## config.mk

```make
export PLATFORM = sky130hd
export DESIGN_NAME = ttc_capture
export DESIGN_NICKNAME = d
export VERILOG_FILES = /design/src/include/ttc_pkg.sv /design/src/rtl/ttc_capture.sv /design/src/rtl/ttc_fifo.sv
export SDC_FILE = /design/constraint.sdc
export NUM_CORES = 1
export LEC_CHECK = 0
export ABC_AREA = 1
export BUFFER_PORTS_ARGS = -buffer_cell sky130_fd_sc_hd__buf_2
export CORE_UTILIZATION = 46
export CTS_CLUSTER_SIZE = 24
export DETAILED_ROUTE_END_ITERATION = 12
export MAX_ROUTING_LAYER = met4
export REMOVE_ABC_BUFFERS = 1
export SLEW_MARGIN = 20
export SYNTH_ARGS = -nofsm -noshare
export SYNTH_HDL_FRONTEND = slang
export SYNTH_SLANG_ARGS = --single-unit
```

## constraint.sdc

```tcl
create_clock -name clk_sys_i -period 7.1 [get_ports clk_sys_i]
set_input_delay 0.355 -clock clk_sys_i [delete_from_list [all_inputs] [get_ports clk_sys_i]]
set_output_delay 0.355 -clock clk_sys_i [all_outputs]
set_load 0.05 [all_outputs]
```

## src/include/ttc_pkg.sv

```systemverilog
`default_nettype none
package ttc_pkg;

    localparam int unsigned DATA_W      = 12;
    localparam int unsigned CH_W        = 1;
    localparam int unsigned CNT_W       = 4;
    localparam int unsigned BUF_DEPTH   = 16;
    localparam int unsigned BUF_IDX_W   = 4;
    localparam int unsigned FIFO_DEPTH  = 8;
    localparam int unsigned SAMPLE_W    = DATA_W + CH_W;
    localparam int unsigned SYNC_STAGES = 3;

    localparam logic [BUF_IDX_W-1:0] IDX_RESET  = 4'h0;
    localparam logic [BUF_IDX_W-1:0] IDX_LAST   = 4'hf;
    localparam logic [4:0]           FILL_RESET = 5'h00;
    localparam logic [4:0]           FILL_FULL  = 5'h10;
    localparam logic [CNT_W-1:0]     CNT_RESET  = 4'h0;

    typedef enum logic {
        TTC_MODE_BEFORE,
        TTC_MODE_AFTER
    } ttc_mode_t;

    typedef struct packed {
        logic [CH_W-1:0]   chan;
        logic [DATA_W-1:0] code;
    } ttc_sample_t;

    typedef struct packed {
        logic [DATA_W-1:0] low_thr;
        logic [DATA_W-1:0] high_thr;
        logic [CNT_W-1:0]  event_count;
        ttc_mode_t         mode;
    } ttc_cfg_t;

endpackage : ttc_pkg

`default_nettype wire

```

## src/rtl/ttc_capture.sv

```systemverilog
`timescale 1ns/100ps
`default_nettype none

// Overview of operation
// - Alert stays low until the programmed count of consecutive out-of-window results.
// - Before-trigger mode writes every new result into the ring buffer until trigger.
// - Before-trigger trigger stops writes; buffer holds 15 earlier samples plus trigger.
// - After-trigger mode stores nothing into the buffer before the trigger.
// - After-trigger stores the trigger sample and 15 following, then stops at 16.
// - Alert is asserted toward the host when the trigger fires on the programmed count of consecutive out-of-window results.
// - Low comparator is set when a result is at or below the low threshold.
// - High comparator is set when a result is at or above the high threshold.
module ttc_capture (
    input  wire logic                      clk_sys_i,
    input  wire logic                      reset_n_i,
    input  wire ttc_pkg::ttc_cfg_t         cfg_i,
    input  wire logic                      arm_i,
    input  wire ttc_pkg::ttc_sample_t      sample_i,
    input  wire logic                      sample_valid_i,
    output logic                           sample_ready_o,
    input  wire logic [ttc_pkg::BUF_IDX_W-1:0] rd_index_i,
    output ttc_pkg::ttc_sample_t           rd_data_o,
    output logic                           alert_o,
    output logic                           low_cmp_o,
    output logic                           high_cmp_o,
    output logic                           capture_done_o,
    output logic [ttc_pkg::BUF_IDX_W-1:0]  oldest_index_o,
    output logic [4:0]                     fill_level_o
);
    import ttc_pkg::*;

    typedef enum logic [1:0] {
        TTC_ST_WATCH,
        TTC_ST_POST,
        TTC_ST_HOLD
    } ttc_state_t;

    ttc_state_t              state;
    ttc_sample_t             fifo_data;
    logic                    fifo_valid;
    logic                    conv;
    logic                    is_low;
    logic                    is_high;
    logic                    outside;
    logic                    trigger;
    logic                    buf_write;
    logic [CNT_W-1:0]        event_cnt;
    logic [CNT_W-1:0]        next_event_cnt;
    logic [BUF_IDX_W-1:0]    wr_idx;
    logic [4:0]              fill;
    ttc_sample_t             sample_buf [BUF_DEPTH];
    logic [BUF_DEPTH-1:0]    entry_valid;
    ttc_sample_t             rd_entry;

    // The FIFO decouples the conversion engine; it only drains while not holding.
    ttc_fifo #(
        .WIDTH (SAMPLE_W),
        .DEPTH (FIFO_DEPTH)
    ) u_fifo (
        .clk_sys_i   (clk_sys_i),
        .reset_n_i   (reset_n_i),
        .in_data_i   (sample_i),
        .in_valid_i  (sample_valid_i),
        .in_ready_o  (sample_ready_o),
        .out_data_o  (fifo_data),
        .out_valid_o (fifo_valid),
        .out_ready_i (state != TTC_ST_HOLD)
    );

    assign conv    = fifo_valid && (state != TTC_ST_HOLD);
    assign is_low  = (fifo_data.code <= cfg_i.low_thr);
    assign is_high = (fifo_data.code >= cfg_i.high_thr);
    assign outside = is_low || is_high;

    always_comb begin
        next_event_cnt = event_cnt;
        if (!outside) begin
            next_event_cnt = CNT_RESET;
        end else if (event_cnt != cfg_i.event_count) begin
            next_event_cnt = event_cnt + CNT_W'(1);
        end
    end

    // A zero count behaves like one: the first out-of-window result triggers.
    assign trigger = conv && (state == TTC_ST_WATCH) && outside &&
                     ((next_event_cnt >= cfg_i.event_count) ||
                      (cfg_i.event_count == CNT_RESET));

    assign buf_write = conv && ((state == TTC_ST_POST) ||
                       (state == TTC_ST_WATCH &&
                        (cfg_i.mode == TTC_MODE_BEFORE || trigger)));

    // The counter only moves while watching; after the trigger its value no longer matters.
    always_ff @(posedge clk_sys_i or negedge reset_n_i) begin
        if (!reset_n_i) begin
            event_cnt <= CNT_RESET;
        end else if (arm_i) begin
            event_cnt <= CNT_RESET;
        end else if (conv && state == TTC_ST_WATCH) begin
            event_cnt <= next_event_cnt;
        end
    end

    always_ff @(posedge clk_sys_i or negedge reset_n_i) begin
        if (!reset_n_i) begin
            state <= TTC_ST_WATCH;
        end else if (arm_i) begin
            state <= TTC_ST_WATCH;
        end else begin
            case (state)
                TTC_ST_WATCH: begin
                    if (trigger) begin
                        state <= (cfg_i.mode == TTC_MODE_BEFORE) ? TTC_ST_HOLD
                                                                 : TTC_ST_POST;
                    end
                end
                TTC_ST_POST: begin
                    if (conv && fill == FILL_FULL - 5'h01) begin
                        state <= TTC_ST_HOLD;
                    end
                end
                TTC_ST_HOLD: begin
                    state <= TTC_ST_HOLD;
                end
                // The spare encoding returns to watching instead of locking the block up.
                default: begin
                    state <= TTC_ST_WATCH;
                end
            endcase
        end
    end

    always_ff @(posedge clk_sys_i or negedge reset_n_i) begin
        if (!reset_n_i) begin
            wr_idx <= IDX_RESET;
            fill   <= FILL_RESET;
        end else if (arm_i) begin
            wr_idx <= IDX_RESET;
            fill   <= FILL_RESET;
        end else if (buf_write) begin
            wr_idx <= wr_idx + BUF_IDX_W'(1);
            if (fill != FILL_FULL) begin
                fill <= fill + 5'h01;
            end
        end
    end

    always_ff @(posedge clk_sys_i) begin
        if (buf_write) begin
            sample_buf[wr_idx] <= fifo_data;
        end
    end

    // Each entry remembers whether it was written since the last restart, so a read of an
    // empty slot returns zero rather than a sample left over from an earlier capture.
    for (genvar e = 0; e < BUF_DEPTH; e++) begin : g_entry
        always_ff @(posedge clk_sys_i or negedge reset_n_i) begin
            if (!reset_n_i) begin
                entry_valid[e] <= 1'b0;
            end else if (arm_i) begin
                entry_valid[e] <= 1'b0;
            end else if (buf_write && wr_idx == BUF_IDX_W'(e)) begin
                entry_valid[e] <= 1'b1;
            end
        end
    end

    always_comb begin
        rd_entry = '0;
        if (entry_valid[rd_index_i]) begin
            rd_entry = sample_buf[rd_index_i];
        end
    end

    // Alert is sticky, so a host that sleeps through many cycles still finds it set.
    always_ff @(posedge clk_sys_i or negedge reset_n_i) begin
        if (!reset_n_i) begin
            alert_o <= 1'b0;
        end else if (arm_i) begin
            alert_o <= 1'b0;
        end else if (trigger) begin
            alert_o <= 1'b1;
        end
    end

    always_ff @(posedge clk_sys_i or negedge reset_n_i) begin
        if (!reset_n_i) begin
            low_cmp_o  <= 1'b0;
            high_cmp_o <= 1'b0;
        end else if (conv) begin
            low_cmp_o  <= is_low;
            high_cmp_o <= is_high;
        end
    end

    always_ff @(posedge clk_sys_i or negedge reset_n_i) begin
        if (!reset_n_i) begin
            capture_done_o <= 1'b0;
            oldest_index_o <= IDX_RESET;
            fill_level_o   <= FILL_RESET;
        end else begin
            capture_done_o <= (state == TTC_ST_HOLD);
            // Once wrapped, the next write slot is the oldest entry.
            oldest_index_o <= (fill == FILL_FULL) ? wr_idx : IDX_RESET;
            fill_level_o   <= fill;
        end
    end

    always_ff @(posedge clk_sys_i or negedge reset_n_i) begin
        if (!reset_n_i) begin
            rd_data_o <= '0;
        end else begin
            rd_data_o <= rd_entry;
        end
    end

endmodule : ttc_capture

`default_nettype wire

```

## src/rtl/ttc_fifo.sv

```systemverilog
`timescale 1ns/100ps
`default_nettype none

module ttc_fifo #(
    parameter int unsigned WIDTH = 13,
    parameter int unsigned DEPTH = 8
) (
    input  wire logic             clk_sys_i,
    input  wire logic             reset_n_i,
    input  wire logic [WIDTH-1:0] in_data_i,
    input  wire logic             in_valid_i,
    output logic                  in_ready_o,
    output logic [WIDTH-1:0]      out_data_o,
    output logic                  out_valid_o,
    input  wire logic             out_ready_i
);

    localparam int unsigned PTR_W = $clog2(DEPTH);

    logic [WIDTH-1:0] mem [DEPTH];
    logic [PTR_W-1:0] wr_ptr;
    logic [PTR_W-1:0] rd_ptr;
    logic [PTR_W:0]   count;
    logic [PTR_W:0]   next_count;
    logic             push;
    logic             pop;

    assign out_valid_o = (count != '0);
    assign out_data_o  = mem[rd_ptr];
    assign push        = in_valid_i && in_ready_o;
    assign pop         = out_valid_o && out_ready_i;
    assign next_count  = count + (PTR_W+1)'(push) - (PTR_W+1)'(pop);

    // Ready is a flip-flop of its own, so no logic path reaches the ready pin.
    always_ff @(posedge clk_sys_i or negedge reset_n_i) begin
        if (!reset_n_i) begin
            wr_ptr     <= '0;
            rd_ptr     <= '0;
            count      <= '0;
            in_ready_o <= 1'b1;
        end else begin
            if (push) begin
                wr_ptr <= wr_ptr + PTR_W'(1);
            end
            if (pop) begin
                rd_ptr <= rd_ptr + PTR_W'(1);
            end
            count      <= next_count;
            in_ready_o <= (next_count != (PTR_W+1)'(DEPTH));
        end
    end

    // Storage has no reset; only the pointers and the count decide what is valid.
    always_ff @(posedge clk_sys_i) begin
        if (push) begin
            mem[wr_ptr] <= in_data_i;
        end
    end

endmodule : ttc_fifo

`default_nettype wire

```

==> flow_summary.json, run 1 <==
{
  "p_per_area_nw_per_um2": 399.6,
  "final_area_um2": 18550,
  "yosys.area.top_type": "edfxtp_1",
  "yosys_warnings": 0,
  "maxCapViolCount": 0,
  "crit_path_top_delay_cell": "a31oi_1",
  "relSlewSlack_pct": 36.80,
  "dpl_worst_slack_ps": 1935,
  "insertion_delay_ps": 550,
  "clock_path_buffers": 3,
  "yosys-top-cells-area": "edfxtp_1 (57%), dfrtp_1 (10%), o21ai_0 (5.7%)",
  "hold_viol": 0,
  "tns_ps": 0,
  "cts_hold_buffers": 1,
  "rsz0062_at_grt": "no",
  "hold_class": "primary input to flop",
  "syn_to_final_growth_pct": 12.86,
  "vias_per_cell": 5.338,
  "grt_pass1_wl_um": 60490,
  "die_area_um2": 36490,
  "clock-root-buffer": "clkbuf_16",
  "n_fill_cell": 2971,
  "die_w_um": 191.0,
  "critPathKind": "flop to flop",
  "die_y_um": 191.0,
  "crit_top_cell": "inv_1",
  "first_iter_violations": 942,
  "grt_max_degree": 96,
  "fmax_mhz": 192.0,
  "synth_top_area_share_pct": 57.00,
  "cts_buffers": 41,
  "first_pass_iters": 5,
  "initial_core_util_pct": 47.12,
  "wl_um": 39660,
  "cts_resized": 0,
  "tightest_slew_ps": 947.0,
  "portBuffers": 76,
  "dpl.hpwl_um": 25180,
  "core_area_um2": 34880,
  "grt_use_total_pct": 23.19,
  "ys_seq_elements": 380,
  "post_cts_buffers": 0,
  "setup_ws_ps": 1891,
  "avgSynthCellArea_um2": 11.81,
  "cpPeakStageDelay_ps": 660,
  "cp_data_arrival_time_ps": 5390,
  "placed_cell_area_um2": 17250,
  "ys_seq_area_share_pct": 67.36,
  "critical_path_buf_inv_count": 6,
  "cts_tree": "built",
  "synth_cell_types": 39,
  "worstSetupStartpointType": "flop",
  "drc_errors": 0,
  "ir_drop_mv": 0.2288,
  "end_kind": "flop",
  "holdWs_ps": 78.75,
  "fin_worst_skew_ps": 13.79,
  "clk_pin_slew_ps": 60,
  "num_rows": 68,
  "status": "complete, no violations",
  "first_global_vias": 10260,
  "num_vias": 10470,
  "cp_top_family": "compound AO/OA/AOI/OAI gates",
  "htreeDepth": 2,
  "period_share_pct": 73.37,
  "synth-edff-count": 312,
  "gp_congestion": 0.8607,
  "syn_inst": 1392,
  "io_pins": 77,
  "postRouteAntennaNets": 0,
  "clock-sinks": 380,
  "min_period_ps": 5209,
  "antenna_cells": 0,
  "critPathRequiredTime_ps": 7280,
  "post-route-util_pct": 53.17,
  "synthArstFlopShare_pct": 17.89,
  "crit_fanout": 22,
  "antenna_found_initial": 1,
  "r2r_slack_ps": 1890,
  "wire_per_inst_um": 20.22,
  "synth_flop_cell": "edfxtp_1",
  "finalMaxSlewViolations": 0,
  "p_leak_nw": 7.502,
  "synth_area_um2": 16440,
  "drive_gt1_share_pct": 11.89,
  "grt_overflow_total": 0,
  "final-setup-viol-count": 0,
  "final_nets": 1572
}
[power by group]
| part | total [W] | leakage (nW) | internal (W) | switching [W] |
|---|---|---|---|---|
| logic | 0.00227 | 3.16 | 0.000596 | 0.00167 |
| registers | 0.00309 | 3.72 | 0.00301 | 0.0000818 |
| clock network | 0.00205 | 0.628 | 0.00120 | 0.000856 |
| total | 0.00741 | 7.50 | 0.00480 | 0.00261 |
[routing by layer]
| layer | wire length [um] | global-route usage (%) | vias up |
|---|---|---|---|
| met5 | 0 | - | - |
| met1 | 16210 | 28.92 | 5066 |
| met2 | 20140 | 38.81 | 327 |
| met4 | 1148 | 7.692 | 0 |
| met3 | 2167 | 3.305 | 74 |
| li1 | - | - | 5001 |
[cells by family (layout without fill, tap and decap cells)]
kind of cell | Yosys count | after routing | share of synthesized area [%]
buffers and inverters | 252 | 366 | 6.516
adders and majority gates | 48 | 48 | 3.700
and+or+nand+nor | 305 | 305 | 7.590
AOI/OAI and AO/OA | 349 | 349 | 11.39
DFF | 380 | 380 | 67.36
xor gates and xnor gates | 12 | 12 | 0.6395
muxes | 46 | 46 | 2.801
[Yosys cell counts (all sizes together) (14+ instances only)]
cell type  number
nand2         121
clkbuf         34
a31oi          14
a21oi          95
inv           185
nor2          151
o21ai         194
ha             47
o211ai         17
nand3          20
o22ai          23
dfrtp          67
buf            31
mux2i          46
edfxtp        312
[path summary, 6_finish.rpt]
check                                 start          endpoint  cells after the start
min reg2reg                         fill[1]   fill_level_o[1]                      0
max reg2reg                u_fifo.rd_ptr[1]  sample_buf[3][8]                     25
max in group asynchronous         reset_n_i      rd_data_o[4]                      3
min in group asynchronous         reset_n_i    entry_valid[8]                      2
min                             sample_i[8]  u_fifo.mem[4][8]                      1
max                        u_fifo.rd_ptr[1]  sample_buf[3][8]                     25
[state kept, by name, indices dropped and copies added (netlist names), 2 cells and up]
name            count
u_fifo.count        4
u_fifo.rd_ptr       3
u_fifo.mem        104
state               2
u_fifo.wr_ptr       3
wr_idx              4
fill                5
sample_buf        208
rd_data_o          13
fill_level_o        5
entry_valid        16
oldest_index_o      4
event_cnt           4
[area by class of cell]
cell class	count	area, um2	area share (%)
Sequential cell	380	11070	59.69
Multi-Input combinational cell	760	4318	23.28
Clock buffer	59	1144	6.165
Inverter	187	701.9	3.784
Timing Repair Buffer	104	601.8	3.245
Tap cell	455	569.3	3.069
Clock inverter	16	142.6	0.7690
[layout by cell type (no fill, tap or decap), types with 2 or more instances in the layout]
master     count
clkinv_2       3
nand2_4        2
nand2_1      116
o22ai_1       23
buf_4         28
a21oi_1       95
clkinv_1      10
clkbuf_1      13
nand4_1        7
o21ai_1        7
clkbuf_8       5
nor3_1         2
bufinv_16      2
xnor2_1        2
mux2i_1       46
o21ai_0      186
inv_1        184
dfrtp_1       67
a31oi_2        2
nor2_1       145
edfxtp_1     312
a31oi_1       12
o221ai_1       4
o211ai_1      17
nand3_1       18
inv_6          2
clkbuf_16     41
nand2_2        3
xor2_1        10
nor2_2         6
buf_2         74
ha_1          47
[metrics by stage]
step | total power, W | cells
2_1_floorplan | 0.004414 | 1327
3_3_place_gp | 0.005399 | 1885
3_5_place_dp | 0.005419 | 1885
4_1_cts | 0.007474 | 1961
5_1_grt | 0.007804 | 1961
6_report | 0.007413 | 1961
(Power assumes the default switching activity.)
==> inputs of run 2 (changes only) <==
Clock period 7.1 ns to 4.5 ns, I/O delays scaled along.
==> flow_summary.json, run 2 (synthesis gave the netlist of run 1 again) <==
{
  "status": "complete, no violations",
  "clock-root-buffer": "clkbuf_16",
  "regArea_um2": 11070,
  "die_y_um": 191.0,
  "routed.top_layer": "met4",
  "tns_ps": 0,
  "num_vias": 10630,
  "antenna_cells": 0,
  "cp_data_arrival_time_ps": 4370,
  "ff2ff_path_depth": 27,
  "final_nets": 1621,
  "multi_input_area_um2": 4350,
  "syn_to_final_growth_pct": 17.48,
  "core_area_um2": 34880,
  "wl_met2_um": 20250,
  "end_kind": "flop",
  "vias_per_cell": 5.303,
  "fmax_mhz": 245.8,
  "r2r_slack_ps": 430,
  "first_global_vias": 10620,
  "holdWs_ps": 14.75,
  "critPathKind": "flop to flop",
  "p_per_area_nw_per_um2": 636.1,
  "p_total_w": 0.01228,
  "clk_pin_slew_ps": 60,
  "layout_commonest_cell": "edfxtp_1",
  "critical_path_buf_inv_count": 8,
  "hold_start": "sample_i[6]",
  "htreeDepth": 2,
  "rr_startpoint": "u_fifo.rd_ptr[0]",
  "worstSetupStartpointType": "flop",
  "wl_um": 40280,
  "final_cell_mix": "edfxtp_1 (312), inv_1 (184), o21ai_0 (184)",
  "postRouteAntennaNets": 0,
  "wl_met3_um": 2020,
  "final_area_um2": 19310,
  "grt_pass1_wl_um": 61420,
  "maxCapViolCount": 0,
  "wire_per_inst_um": 20.09,
  "crit_fanout": 44,
  "num_rows": 68,
  "period_share_pct": 90.41,
  "regMostFlops": "sample_buf",
  "die_w_um": 191.0,
  "cts_tree": "built",
  "dpl.hpwl_um": 25790,
  "insertion_delay_ps": 550,
  "initial_core_util_pct": 47.12,
  "antenna_found_initial": 0,
  "crit_path_top_delay_cell": "dfrtp_1",
  "fin_worst_skew_ps": 22.19,
  "placed_cell_area_um2": 17760,
  "grt_max_degree": 107,
  "grt_use_total_pct": 23.45,
  "largest_register_ffs": 208,
  "hold_viol": 0,
  "clock_path_buffers": 3,
  "min_to": "u_fifo.mem[6][6]",
  "p_leak_nw": 7.826,
  "portBuffers": 76,
  "cp_top_family": "simple AND/OR/NAND/NOR gates",
  "first_pass_iters": 5,
  "io_pins": 77,
  "die_area_um2": 36490,
  "ir_drop_mv": 0.3948,
  "cpPeakStageDelay_ps": 390,
  "first_iter_violations": 904,
  "routedLengthMet1_um": 16500,
  "reg_top3": "sample_buf: 208 flops, u_fifo.mem: 104 flops, entry_valid: 16 flops",
  "rsz0062_at_grt": "no",
  "final-setup-viol-count": 0,
  "hold_path_depth": 1,
  "grt_overflow_total": 0,
  "tightest_slew_ps": 1048,
  "finalMaxSlewViolations": 0,
  "gp_congestion": 0.8439,
  "drc_errors": 0,
  "clock-sinks": 380,
  "hold_class": "primary input to flop",
  "relSlewSlack_pct": 30.05,
  "drive_gt1_share_pct": 14.58,
  "n_fill_cell": 2953,
  "min_period_ps": 4068,
  "critPathRequiredTime_ps": 4800,
  "post_cts_buffers": 0,
  "reg2reg_to": "sample_buf[14][0]",
  "cts_buffers": 41
}
[run 2: through the flow]
stage	setup WS [ps]	instances	util, %
after floorplan	-1136	1327	-
after global routing	25.64	2005	55.35
after detailed placement	147.4	1920	50.91
after global placement	198.0	1920	50.91
final	431.8	2005	55.35
after CTS	135.3	2004	55.19
[run 2: power by group]
part           total [W]  internal (W)  switching (W)
clock network    0.00345       0.00208        0.00137
logic            0.00395       0.00122        0.00274
registers        0.00488       0.00475       0.000128
total             0.0123       0.00805        0.00423
[run 2: area by class of cell]
class	count	area share, %
sequential	380	57.34
clock inverter	20	1.529
timing repair buffer	153	6.525
inverter	187	3.635
tap	455	2.948
multi-input combinational	760	22.53
clock buffer	50	5.489
[run 2: repair_timing]
action / 4_1_cts / 5_1_grt
resized for setup: 0 / 7
hold endpoints to repair: 157 / 0
setup endpoints to repair: 0 / 212
hold buffers: 14 / 0
[run 2: how the worst max path moves through the flow]
| stage | start | endpoint | slack (ps) | cells past startpoint |
|---|---|---|---|---|
| detailed placement | u_fifo.rd_ptr[0] | sample_buf[12][10] | 150 | 26 |
| global placement | u_fifo.rd_ptr[0] | sample_buf[2][0] | 200 | 26 |
| CTS | u_fifo.rd_ptr[0] | sample_buf[14][2] | 140 | 26 |
| finish | u_fifo.rd_ptr[0] | sample_buf[14][0] | 430 | 27 |
| global route | u_fifo.rd_ptr[0] | sample_buf[15][9] | 30 | 28 |
| floorplan | u_fifo.rd_ptr[0] | sample_buf[0][0] | -1140 | 25 |
[run 2: per-layer routing]
metal,GRT usage (%),vias up
met1,28.78,5111
met3,2.901,94
met4,8.923,0
li1,-,5101
met5,-,-
met2,39.56,327
==> inputs of run 3 (changes only) <==
Settings changed: HOLD_SLACK_MARGIN from default to 0.03, PLACE_DENSITY from default to 0.73.
==> flow_summary.json, run 3 (synthesis gave the netlist of run 1 again) <==
{
  "status": "complete, no violations",
  "n_fill_cell": 2874,
  "htreeDepth": 2,
  "die_w_um": 191.0,
  "busiest_layer": "met2",
  "insertion_delay_ps": 540,
  "reg_top3": "sample_buf: 208 flops, u_fifo.mem: 104 flops, entry_valid: 16 flops",
  "min_period_ps": 4160,
  "wire_per_inst_um": 19.97,
  "postRouteAntennaNets": 0,
  "first_global_vias": 10780,
  "num_vias": 10820,
  "cp_data_arrival_time_ps": 4410,
  "maxCapViolCount": 0,
  "grt_use_met1_pct": 27.63,
  "io_pins": 77,
  "post-route-util_pct": 54.92,
  "cts_tree": "built",
  "hold_class": "primary input to flop",
  "fin_worst_skew_ps": 15.66,
  "portBuffers": 76,
  "num_rows": 68,
  "p_leak_nw": 7.760,
  "clock-root-buffer": "clkbuf_16",
  "end_kind": "flop",
  "syn_to_final_growth_pct": 16.57,
  "tns_ps": 0,
  "hold_viol": 0,
  "ir_drop_mv": 0.3989,
  "dpl.hpwl_um": 25550,
  "grt_util_met2_pct": 38.13,
  "grt_max_degree": 111,
  "multi_input_area_um2": 4370,
  "hold_path_depth": 4,
  "drc_errors": 0,
  "die_area_um2": 36490,
  "critPathKind": "flop to flop",
  "antenna_cells": 0,
  "grt_overflow_total": 0,
  "clock_path_buffers": 3,
  "cts_buffers": 38,
  "grt.met3_usage_pct": 4.149,
  "relSlewSlack_pct": 30.83,
  "regMostFlops": "sample_buf",
  "layout_commonest_cell": "edfxtp_1",
  "fmax_mhz": 240.4,
  "antenna_found_initial": 0,
  "ff2ff_path_depth": 24,
  "core_area_um2": 34880,
  "wl_um": 39940,
  "first_pass_iters": 5,
  "largest_register_ffs": 208,
  "clk_pin_slew_ps": 60,
  "grt_use_total_pct": 22.90,
  "period_share_pct": 92.45,
  "clock-sinks": 380,
  "regArea_um2": 11070,
  "vias_per_cell": 5.408,
  "worstSetupStartpointType": "flop",
  "first_iter_violations": 1071,
  "finalMaxSlewViolations": 0,
  "tightest_slew_ps": 1036,
  "initial_core_util_pct": 47.12,
  "grt_pass1_wl_um": 60460,
  "p_per_area_nw_per_um2": 626.7,
  "critPathRequiredTime_ps": 4750,
  "gp_congestion": 0.9158,
  "crit_fanout": 17,
  "final_cell_mix": "edfxtp_1 (312), inv_1 (184), o21ai_0 (184)",
  "drive_gt1_share_pct": 13.92,
  "final-setup-viol-count": 0,
  "final_nets": 1613,
  "die_y_um": 191.0
}
-- run 3: cell count changes in the layout (fill, tap and decap cells not counted), sizes merged --
| cell | previous run | this run |
|---|---|---|
| clkinvlp | 3 | 1 |
| bufinv | 7 | 4 |
| clkinv | 9 | 15 |
| inv | 188 | 187 |
| buf | 139 | 132 |
| dlygate4sd3 | 14 | 16 |
-- run 3: layout make-up --
class | count | share of cell area [%]
clock buffer | 50 | 5.355
sequential | 380 | 57.79
tap | 455 | 2.971
clock inverter | 20 | 1.110
timing repair buffer | 148 | 6.302
inverter | 187 | 3.664
multi-input combinational | 760 | 22.81
-- run 3: per-layer routing --
layer | up-vias | wire (um)
met2 | 500 | 19820
li1 | 5083 | -
met3 | 94 | 3229
met1 | 5138 | 15620
met4 | 0 | 1271
met5 | - | 0
-- run 3: worst max-delay path, cell delays in order (launching register included) --
cell and delay, ps:
dfrtp_1 330, clkinv_1 250, buf_4 320, buf_4 180, a31oi_1 260, ha_1 310
nand2_1 80, nand3b_1 80, nand2_1 60, nand2_1 80, nand2_1 120, nand2_1 140
nor2_4 170, a21oi_1 70, ha_1 330, nand2_1 60, inv_1 60, o21ai_0 80
nand4_1 70, nand2_1 60, o21bai_4 200, nand2_8 160, nand2_1 110, inv_1 120
buf_12 150
-- run 3: per-stage QoR --
step                      instance area [um2]  instances  worst slack, ps  power [W]  hold WS [ps]
after floorplan                         16070       1327            -1136   0.006964        -70.59
after global placement                  17690       1913            321.4   0.008627         434.5
after detailed placement                17690       1913            182.9   0.008745         448.2
after CTS                               19090       1999            111.5    0.01189         180.8
after global routing                    19160       2000           -15.47    0.01255         213.7
final                                   19160       2000            339.9    0.01201         190.6
-- run 3: report_power, final --
part / switching [W] / total [W] / internal, W
Combinational: 0.00279 / 0.00397 / 0.00117
Sequential: 0.000134 / 0.00488 / 0.00475
Clock: 0.00131 / 0.00316 / 0.00184
-- run 3: path summary, 6_finish.rpt --
check | from | to | slack (ps)
hold reg to reg | fill[4] | fill_level_o[4] | 460
min in group asynchronous | reset_n_i | event_cnt[3] | 390
max in group asynchronous | reset_n_i | rd_data_o[2] | 3460
setup reg to reg | u_fifo.rd_ptr[2] | sample_buf[15][10] | 340
hold / removal | rd_index_i[3] | rd_data_o[10] | 190
setup / recovery | u_fifo.rd_ptr[2] | sample_buf[15][10] | 340
-- run 3: timing repair --
| item | in CTS | in global routing |
|---|---|---|
| setup endpoints to repair | 0 | 214 |
| endpoints found under the hold margin | 173 | 0 |
| gates resized for setup | 0 | 15 |
| setup buffers | 0 | 1 |
| hold buffers | 16 | 0 |
